--- src/pkg/sbbe_defs.vh ---
`ifndef SBBE_DEFS_VH
`define SBBE_DEFS_VH
// ----------------------------------------------------------------
// register byte addresses
// ----------------------------------------------------------------
`define SBBE_ADDR_MODE     12'h0EB
`define SBBE_ADDR_CTRL     12'h0EC
`define SBBE_ADDR_DATA     12'h0CC
`define SBBE_ADDR_PORT     12'h0C2
// ----------------------------------------------------------------
// control/status field positions
// ----------------------------------------------------------------
`define SBBE_BIT_DIR       3
`define SBBE_BIT_VERIFY    2
`define SBBE_BIT_NOACK     1
`define SBBE_BIT_BUSY      0
// ----------------------------------------------------------------
// mode control field positions
// ----------------------------------------------------------------
`define SBBE_BIT_PSEL      0
`define SBBE_BIT_HWEN      1
`define SBBE_BIT_STOP      2
`define SBBE_BIT_START     3
// ----------------------------------------------------------------
// reset values
// ----------------------------------------------------------------
`define SBBE_RST_CTRL      8'h00
`define SBBE_RST_MODE      8'h00
`define SBBE_RST_PORT      8'hFF
// ----------------------------------------------------------------
// timing: bus clock in Hz and system clock in Hz
// ----------------------------------------------------------------
`define SBBE_BUS_HZ        62500
`define SBBE_SYS_HZ        25000000
`define SBBE_QTR_CYC       ((`SBBE_SYS_HZ / `SBBE_BUS_HZ) / 4)
`define SBBE_GLITCH_LEN    3
`endif

--- src/rtl/sbbe_deglitch.v ---
`include "sbbe_defs.vh"
// ----------------------------------------------------------------
// two-stage synchroniser plus counter-based stable filter
// ----------------------------------------------------------------
module sbbe_deglitch #(
    parameter LEN = `SBBE_GLITCH_LEN
) (
    input  wire pclk,
    input  wire presetn,
    input  wire din,
    output reg  dout
);
    reg       sync_a;
    reg       sync_b;
    reg [3:0] cnt;

    // synchronise, then accept a level only after LEN+1 stable cycles
    always @(posedge pclk or negedge presetn)
    begin
        if (!presetn)
        begin
            sync_a <= 1'b1;
            sync_b <= 1'b1;
            cnt    <= 4'h0;
            dout   <= 1'b1;
        end
        else
        begin
            sync_a <= din;
            sync_b <= sync_a;
            if (sync_b == dout)
                cnt <= 4'h0;
            else if (cnt == LEN[3:0])
            begin
                cnt  <= 4'h0;
                dout <= sync_b;
            end
            else
                cnt <= cnt + 4'h1;
        end
    end
endmodule // sbbe_deglitch

--- src/rtl/sbbe_tick.v ---
`include "sbbe_defs.vh"
// ----------------------------------------------------------------
// quarter-bit tick generator for the serial clock
// ----------------------------------------------------------------
module sbbe_tick #(
    parameter QTR = `SBBE_QTR_CYC
) (
    input  wire pclk,
    input  wire presetn,
    input  wire run,
    output reg  tick
);
    reg [7:0] cnt;

    // counts while a byte runs, pulses once per quarter bit
    always @(posedge pclk or negedge presetn)
    begin
        if (!presetn)
        begin
            cnt  <= 8'h00;
            tick <= 1'b0;
        end
        else if (!run)
        begin
            cnt  <= 8'h00;
            tick <= 1'b0;
        end
        else if (cnt == QTR[7:0] - 8'h01)
        begin
            cnt  <= 8'h00;
            tick <= 1'b1;
        end
        else
        begin
            cnt  <= cnt + 8'h01;
            tick <= 1'b0;
        end
    end
endmodule // sbbe_tick

--- src/rtl/sbbe_engine.v ---
// Decided for this implementation: the APB slave port.
`include "sbbe_defs.vh"
// Overview of operation
// - direction bit: set transmit, clear receive
// - verify set whenever busy set
// - verify clears on driven/sampled data mismatch
// - verify write sets vsync interrupt enable
// - no-ack flag raised, cleared on busy
// - writing busy starts one byte when a mode bit is set
// - busy self-clears; software cannot clear
// - data register blocked while busy
// - reset clears busy and mode bits
// - serial outputs ANDed with port outputs
// - three-wire mode uses pins zero, one, three
// - I2C mode uses pins zero, one
// - shift mode uses pins zero, one
// - verify only when transmitting hardware bus
// - incoming clock and data are deglitched
// - no acknowledge after final received byte
// - pins are open drain, pull low only
// - bus clock fixed at 62.5 kHz
// - two mode bits choose the function
// - start condition before byte when enabled
// - stop condition after byte when enabled
module sbbe_engine (
    input  wire        pclk,
    input  wire        presetn,
    input  wire        psel,
    input  wire        penable,
    input  wire        pwrite,
    input  wire [11:0] paddr,
    input  wire [31:0] pwdata,
    output wire        pready,
    output reg  [31:0] prdata,
    output wire        pslverr,
    input  wire        port_c_pin_zero_in,
    input  wire        port_c_pin_one_in,
    output wire        port_c_pin_zero_out,
    output wire        port_c_pin_zero_oe,
    output wire        port_c_pin_one_out,
    output wire        port_c_pin_one_oe,
    output wire        port_c_pin_three_out,
    output wire        port_c_pin_three_oe,
    output reg         vsync_irq_enable
);
    // ----------------------------------------------------------------
    // states
    // ----------------------------------------------------------------
    localparam ST_IDLE  = 5'b00001;
    localparam ST_START = 5'b00010;
    localparam ST_BIT   = 5'b00100;
    localparam ST_STOP  = 5'b01000;
    localparam ST_DONE  = 5'b10000;

    // ----------------------------------------------------------------
    // registers
    // ----------------------------------------------------------------
    reg  [3:0] serial_mode_control;
    reg  [7:0] port_c_data;
    reg  [7:0] shift_data_reg;
    reg        direction_bit;
    reg        verify_flag;
    reg        no_ack_flag;
    reg        transfer_busy;
    reg  [4:0] state;
    reg  [3:0] bit_idx;
    reg  [1:0] phase;
    reg        drv_scl;
    reg        drv_sda;
    reg        drv_sen;
    reg        latch_stop;
    wire       scl_in;
    wire       sda_in;
    wire       tick;
    wire       hw_bus_enable;
    wire       proto_sel;
    wire       start_enable;
    wire       stop_enable;
    wire       mode_on;
    wire       sbus_mode;
    wire       shift_mode;
    wire       wr;
    wire       rd;
    wire       last_bit;
    wire       ack_slot;

    assign hw_bus_enable = serial_mode_control[`SBBE_BIT_HWEN];
    assign proto_sel     = serial_mode_control[`SBBE_BIT_PSEL];
    assign start_enable  = serial_mode_control[`SBBE_BIT_START];
    assign stop_enable   = serial_mode_control[`SBBE_BIT_STOP];
    // mode decode from the two mode bits
    assign mode_on    = hw_bus_enable | proto_sel;
    assign sbus_mode  = hw_bus_enable & proto_sel;
    assign shift_mode = ~hw_bus_enable & proto_sel;
    assign last_bit   = hw_bus_enable ? (bit_idx == 4'h8) : (bit_idx == 4'h7);
    assign ack_slot   = hw_bus_enable && (bit_idx == 4'h8);

    // APB handshakes: zero wait states
    assign pready  = 1'b1;
    assign pslverr = 1'b0;
    assign wr = psel & penable & pwrite;
    assign rd = psel & penable & ~pwrite;

    // ----------------------------------------------------------------
    // input filtering
    // ----------------------------------------------------------------
    sbbe_deglitch #(.LEN(`SBBE_GLITCH_LEN)) u_scl_filt (
        .pclk    (pclk),
        .presetn (presetn),
        .din     (port_c_pin_zero_in),
        .dout    (scl_in)
    );
    sbbe_deglitch #(.LEN(`SBBE_GLITCH_LEN)) u_sda_filt (
        .pclk    (pclk),
        .presetn (presetn),
        .din     (port_c_pin_one_in),
        .dout    (sda_in)
    );
    sbbe_tick #(.QTR(`SBBE_QTR_CYC)) u_tick (
        .pclk    (pclk),
        .presetn (presetn),
        .run     (transfer_busy),
        .tick    (tick)
    );

    // ----------------------------------------------------------------
    // read mux
    // ----------------------------------------------------------------
    always @*
    begin
        prdata = 32'h0000_0000;
        case (paddr)
            `SBBE_ADDR_CTRL:
            begin
                prdata[`SBBE_BIT_VERIFY] = verify_flag;
                prdata[`SBBE_BIT_NOACK]  = no_ack_flag;
                prdata[`SBBE_BIT_BUSY]   = transfer_busy;
            end
            `SBBE_ADDR_DATA:
                if (!transfer_busy)
                    prdata[7:0] = shift_data_reg;
            `SBBE_ADDR_PORT:
                prdata[7:0] = port_c_data;
            default:
                prdata = 32'h0000_0000;
        endcase
    end

    // ----------------------------------------------------------------
    // configuration registers written by software
    // ----------------------------------------------------------------
    always @(posedge pclk or negedge presetn)
    begin
        if (!presetn)
        begin
            serial_mode_control <= 4'h0;
            port_c_data         <= `SBBE_RST_PORT;
            direction_bit       <= 1'b0;
            vsync_irq_enable    <= 1'b0;
        end
        else if (wr)
        begin
            if (paddr == `SBBE_ADDR_MODE && !transfer_busy)
                serial_mode_control <= pwdata[3:0];
            if (paddr == `SBBE_ADDR_PORT)
                port_c_data <= pwdata[7:0];
            if (paddr == `SBBE_ADDR_CTRL)
            begin
                direction_bit    <= pwdata[`SBBE_BIT_DIR];
                vsync_irq_enable <= pwdata[`SBBE_BIT_VERIFY];
            end
        end
    end

    // ----------------------------------------------------------------
    // byte engine: busy, flags, shift register, line drive
    // ----------------------------------------------------------------
    always @(posedge pclk or negedge presetn)
    begin
        if (!presetn)
        begin
            transfer_busy  <= 1'b0;
            verify_flag    <= 1'b0;
            no_ack_flag    <= 1'b0;
            shift_data_reg <= 8'h00;
            state          <= ST_IDLE;
            bit_idx        <= 4'h0;
            phase          <= 2'b00;
            drv_scl        <= 1'b1;
            drv_sda        <= 1'b1;
            drv_sen        <= 1'b1;
            latch_stop     <= 1'b0;
        end
        else
        begin
            case (state)
                ST_IDLE:
                begin
                    drv_scl <= 1'b1;
                    drv_sda <= 1'b1;
                    if (wr && paddr == `SBBE_ADDR_DATA)
                        shift_data_reg <= pwdata[7:0];
                    if (wr && paddr == `SBBE_ADDR_CTRL && pwdata[`SBBE_BIT_BUSY] && mode_on)
                    begin
                        transfer_busy <= 1'b1;
                        no_ack_flag   <= 1'b0;
                        verify_flag   <= 1'b1;
                        latch_stop    <= stop_enable & hw_bus_enable;
                        bit_idx       <= 4'h0;
                        phase         <= 2'b00;
                        state <= (start_enable && hw_bus_enable) ? ST_START : ST_BIT;
                    end
                end
                ST_START:
                    if (tick)
                    begin
                        // data falls while clock high, then clock falls
                        phase <= phase + 2'b01;
                        case (phase)
                            2'b00: drv_sda <= 1'b0;
                            2'b01: drv_sen <= ~sbus_mode;
                            2'b10: drv_scl <= 1'b0;
                            default: state <= ST_BIT;
                        endcase
                    end
                ST_BIT:
                    if (tick)
                    begin
                        phase <= phase + 2'b01;
                        case (phase)
                            2'b00:
                            begin
                                drv_scl <= 1'b0;
                                if (ack_slot)
                                    drv_sda <= direction_bit | latch_stop;
                                else
                                    drv_sda <= direction_bit ? shift_data_reg[7] : 1'b1;
                            end
                            2'b01: drv_scl <= 1'b1;
                            2'b10:
                            begin
                                if (ack_slot)
                                begin
                                    if (direction_bit && sda_in)
                                        no_ack_flag <= 1'b1;
                                end
                                else
                                begin
                                    shift_data_reg <= {shift_data_reg[6:0], sda_in};
                                    if (direction_bit && hw_bus_enable && scl_in && sda_in != drv_sda)
                                        verify_flag <= 1'b0;
                                end
                            end
                            default:
                            begin
                                drv_scl <= 1'b0;
                                bit_idx <= bit_idx + 4'h1;
                                if (last_bit)
                                    state <= latch_stop ? ST_STOP : ST_DONE;
                            end
                        endcase
                    end
                ST_STOP:
                    if (tick)
                    begin
                        // data low, clock high, then data rises
                        phase <= phase + 2'b01;
                        case (phase)
                            2'b00: drv_sda <= 1'b0;
                            2'b01: drv_scl <= 1'b1;
                            2'b10: drv_sda <= 1'b1;
                            default:
                            begin
                                drv_sen <= 1'b1;
                                state   <= ST_DONE;
                            end
                        endcase
                    end
                ST_DONE:
                begin
                    drv_sda       <= latch_stop ? 1'b1 : drv_sda;
                    transfer_busy <= 1'b0;
                    state         <= ST_IDLE;
                end
                default:
                    state <= ST_IDLE;
            endcase
        end
    end

    // ----------------------------------------------------------------
    // pin combination: open drain, ANDed with port outputs
    // ----------------------------------------------------------------
    assign port_c_pin_zero_out  = 1'b0;
    assign port_c_pin_one_out   = 1'b0;
    assign port_c_pin_three_out = 1'b0;
    assign port_c_pin_zero_oe   = ~(port_c_data[0] & (~mode_on | drv_scl));
    assign port_c_pin_one_oe    = ~(port_c_data[1] & (~mode_on | drv_sda));
    assign port_c_pin_three_oe  = ~(port_c_data[3] & (~sbus_mode | drv_sen));
endmodule // sbbe_engine

--- config.mk ---
export PLATFORM = sky130hd
export DESIGN_NAME = sbbe_engine
export DESIGN_NICKNAME = d
export VERILOG_FILES = /design/src/rtl/sbbe_deglitch.v /design/src/rtl/sbbe_tick.v /design/src/rtl/sbbe_engine.v
export VERILOG_INCLUDE_DIRS = /design/src /design/src/pkg
export SDC_FILE = /design/constraint.sdc
export NUM_CORES = 1
export LEC_CHECK = 0
export BUFFER_PORTS_ARGS = -buffer_cell sky130_fd_sc_hd__buf_2
export CORE_ASPECT_RATIO = 0.7
export CORE_MARGIN = 3
export CORE_UTILIZATION = 49
export CTS_CLUSTER_SIZE = 10
export DETAILED_ROUTE_END_ITERATION = 8
export PLACE_DENSITY = 0.77
export SLEW_MARGIN = 20
export SYNTH_ARGS = -nofsm -noshare
export SYNTH_HDL_FRONTEND = slang
export SYNTH_HIERARCHICAL = 1
export SYNTH_SLANG_ARGS = --single-unit
--- constraint.sdc ---
create_clock -name pclk -period 2.94 [get_ports pclk]
set_input_delay 0.588 -clock pclk [delete_from_list [all_inputs] [get_ports pclk]]
set_output_delay 0.588 -clock pclk [all_outputs]
set_load 0.05 [all_outputs]
==> summary.txt <==
Pwr
  – Leakage: 0.00193 µW
  – Worst VDD drop: 0.297 mV
  – Final Power: 2090 µW
  – Power Dens Cells: 495 nW/µm²

Synthesis
  – Post-synth top area cell: dfrtp_1
  – Sequential-to-total area share from yosys stat: 0.428
  – Synth area leaders: dfrtp_1, dfstp_2, mux2_2, buf_4, ha_1
  – Yosys warnings: 6
  – Number of synthesized flops with an enable pin: 0
  – Proportion of netlist area held by the largest area contributor: 0.301
  – Count of different cell masters after synthesis: 70
  – Ys flop type: dfrtp_1
  – Share of synthesized flip-flops with an asynchronous set or reset: 1.00
  – Post-Syn Area per Cell: 10.9 µm²
  – Synth Register Bits: 63
  – Syn Inst Count: 342
  – Mapped Area: 3740 µm²

Global route
  – GR Overflow Total: 0
  – Initial antenna violation count: 0
  – Vias in the first global route: 2632
  – Gr usage total: 0.187
  – Largest net degree at the start of global routing: 37
  – Global-route wire length before repair: 13200 µm

Timing
  – Worst hold margin: 269 ps
  – Setup Viol. Count Final: 0
  – Skew final: 9.84 ps
  – Slew HR: 0.579
  – Final Cycle Share: 0.989
  – Hold Vio Cnt, Final: 0
  – Least-Margin Pin Slew: 626 ps
  – Tmin final: 2910 ps
  – Max-slew violation count: 0
  – Fmax: 0.344 GHz
  – RSZ-0062 raised after global routing: no

Drt
  – Final WL: 7900 µm
  – DRT antenna net count: 0
  – DR DRC count: 0
  – DR WL/cell: 16.2 µm
  – DR vias: 2755
  – First-pass DRT Iterations: 4
  – DRT iter0 DRCs: 212
  – Routed vias/inst: 5.63

Setup path
  – Crit-path slowest cell: or4_4
  – Critical-path maximum fanout: 9
  – CP peak stage delay: 530 ps
  – Crit path kind: in2out
  – CP Capture Type: output pin
  – Critical path data required time: 2350 ps
  – Critical Path AT: 2320 ps
  – Critical path startpoint category: input port
  – CP cell instances: buf_2 -> or4_4 -> buf_4 -> nor4_4 -> buf_4 -> nand2_1 -> o21ai_1 -> buf_2

Cells and area
  – Register Area: 1600 µm²
  – Filler cells: 595
  – Final #Nets: 451
  – Post-layout util: 0.597
  – Area of the multi-input gates: 1930 µm²
  – Area growth, synth to finish: 12.8%
  – Layout cell share with drive strength beyond 1: 0.357
  – Design area: 4220 µm²
  – Diodes inserted: 0
  – Fin cells: 489

Floorplanning
  – Die width: 110 µm
  – IO Pins: 92
  – FP Rows: 25
  – Die area: 8730 µm²
  – DIE HEIGHT: 79.1 µm
  – Initial core utilization: 0.529
  – Core area: 7070 µm²

Placement
  – # port buffers: 38
  – Placed insts: 473
  – DPL Wire Length: 5950 µm
  – Dpl cell area: 3970 µm²
  – GPL Wtd Cong: 0.880

Run
  – Max cap viols: 0

CTS
  – # clock sinks: 63
  – CTS max path bufs: 2
  – CTS tree: done
  – Clk_lat worst skew: 340 ps
  – H-tree levels: 3
  – Reg clk slew, reported paths: 60 ps
  – Clock buffer count from CTS: 9
  – Root Buffer: clkbuf_8
  – CTS Hold Bufs: 0

Run status
  – Status: finished clean

Min path
  – Worst hold path class: in2async
cell usage after synthesis, types with 5 or more instances:
cell type  number
nor2_1         14
mux2_4          7
inv_1          13
nor2b_1         5
mux2_2         25
a21oi_1        15
nor3_1         10
nand3_1         6
a22o_1          6
clkbuf_1        5
nand2_1        20
o21ai_0        13
mux2i_1         5
nand2b_1        5
buf_4          29
ha_1           10
dfrtp_1        45
dfstp_2        18
worst max-delay path: cells and delay by family:
family	cells	cell delay (ps)
AND/OR/NAND/NOR	3	860
AO/OA/AOI/OAI	1	80
buffers and inverters	4	780
placed cells by master (no fill, tap or decap), types with 5 or more instances in the layout:
cell type  count
a22o_2         5
buf_2         33
mux2i_1        5
mux2_2        25
clkbuf_8      12
mux2_4         7
nor2_1        14
dfstp_2       18
nand3_1        6
inv_1         13
a21oi_1       15
nand2b_1       5
nor2b_1        5
nand2_1       20
o21ai_0       12
dfrtp_1       45
buf_4         10
conb_1        29
ha_1          10
nor3_1         9
final timing paths:
kind,slack (ps),cells past startpoint,end,startpoint
max,30,8,prdata[0],paddr[9]
min,270,1,vsync_irq_enable$_DFFE_PN0N_,presetn
max reg2reg,630,6,bit_idx[0]$_DFFE_PN0P_,state[2]$_DFFE_PN0P_
min reg2reg,350,0,u_sda_filt/sync_b$_DFF_PN1_,u_sda_filt/sync_a$_DFF_PN1_
max in group asynchronous,2000,2,state[0]$_DFFE_PN1P_,presetn
min in group pclk,350,1,u_scl_filt/sync_a$_DFF_PN1_,port_c_pin_zero_in
metrics by stage:
| step | setup TNS, ps | setup WS (ps) |
|---|---|---|
| global placement | 0 | 40.7 |
| floorplan | -24.0 | -24.0 |
| CTS | 0 | 29.5 |
| finish | 0 | 33.7 |
| global route | 0 | 1.25 |
| detailed placement | 0 | 33.1 |
power breakdown:
| part | switching, µW | internal, µW |
|---|---|---|
| Clock | 317 | 546 |
| Combinational | 163 | 80.2 |
| Sequential | 60.3 | 921 |
metal layers:
metal  vias up  track usage  wire length, µm
met2       117        0.289             3530
met5         -            0                0
li1       1286            -                -
met3        12       0.0419              537
met1      1340        0.263             3740
met4         0       0.0578               91
cell families (layout without fill, tap and decap cells):
family,count (synthesis),count (layout),share of synthesized area
xor gates and xnor gates,7,7,0.0164
muxes,38,38,0.120
adders and majority gates,10,10,0.0335
and+or+nand+nor,105,105,0.180
DFF,63,63,0.428
buffers and inverters,51,77,0.0867
other,2,29,0.00201
AOI/OAI and AO/OA,66,66,0.134
layout make-up:
cell class              count  area share
clock inverters             3      0.0154
clock buffers              13      0.0400
repair buffers             48      0.0688
well taps                  94      0.0279
inverters                  13      0.0116
flip-flops and latches     63       0.379
multi-input cells         255       0.457
repair_timing:
item / CTS / global route
endpoints found under the setup margin: 0 / 5
setup buffers: 0 / 0
resized for setup: 0 / 6
Note: power is estimated with default switching activity, not from simulation.
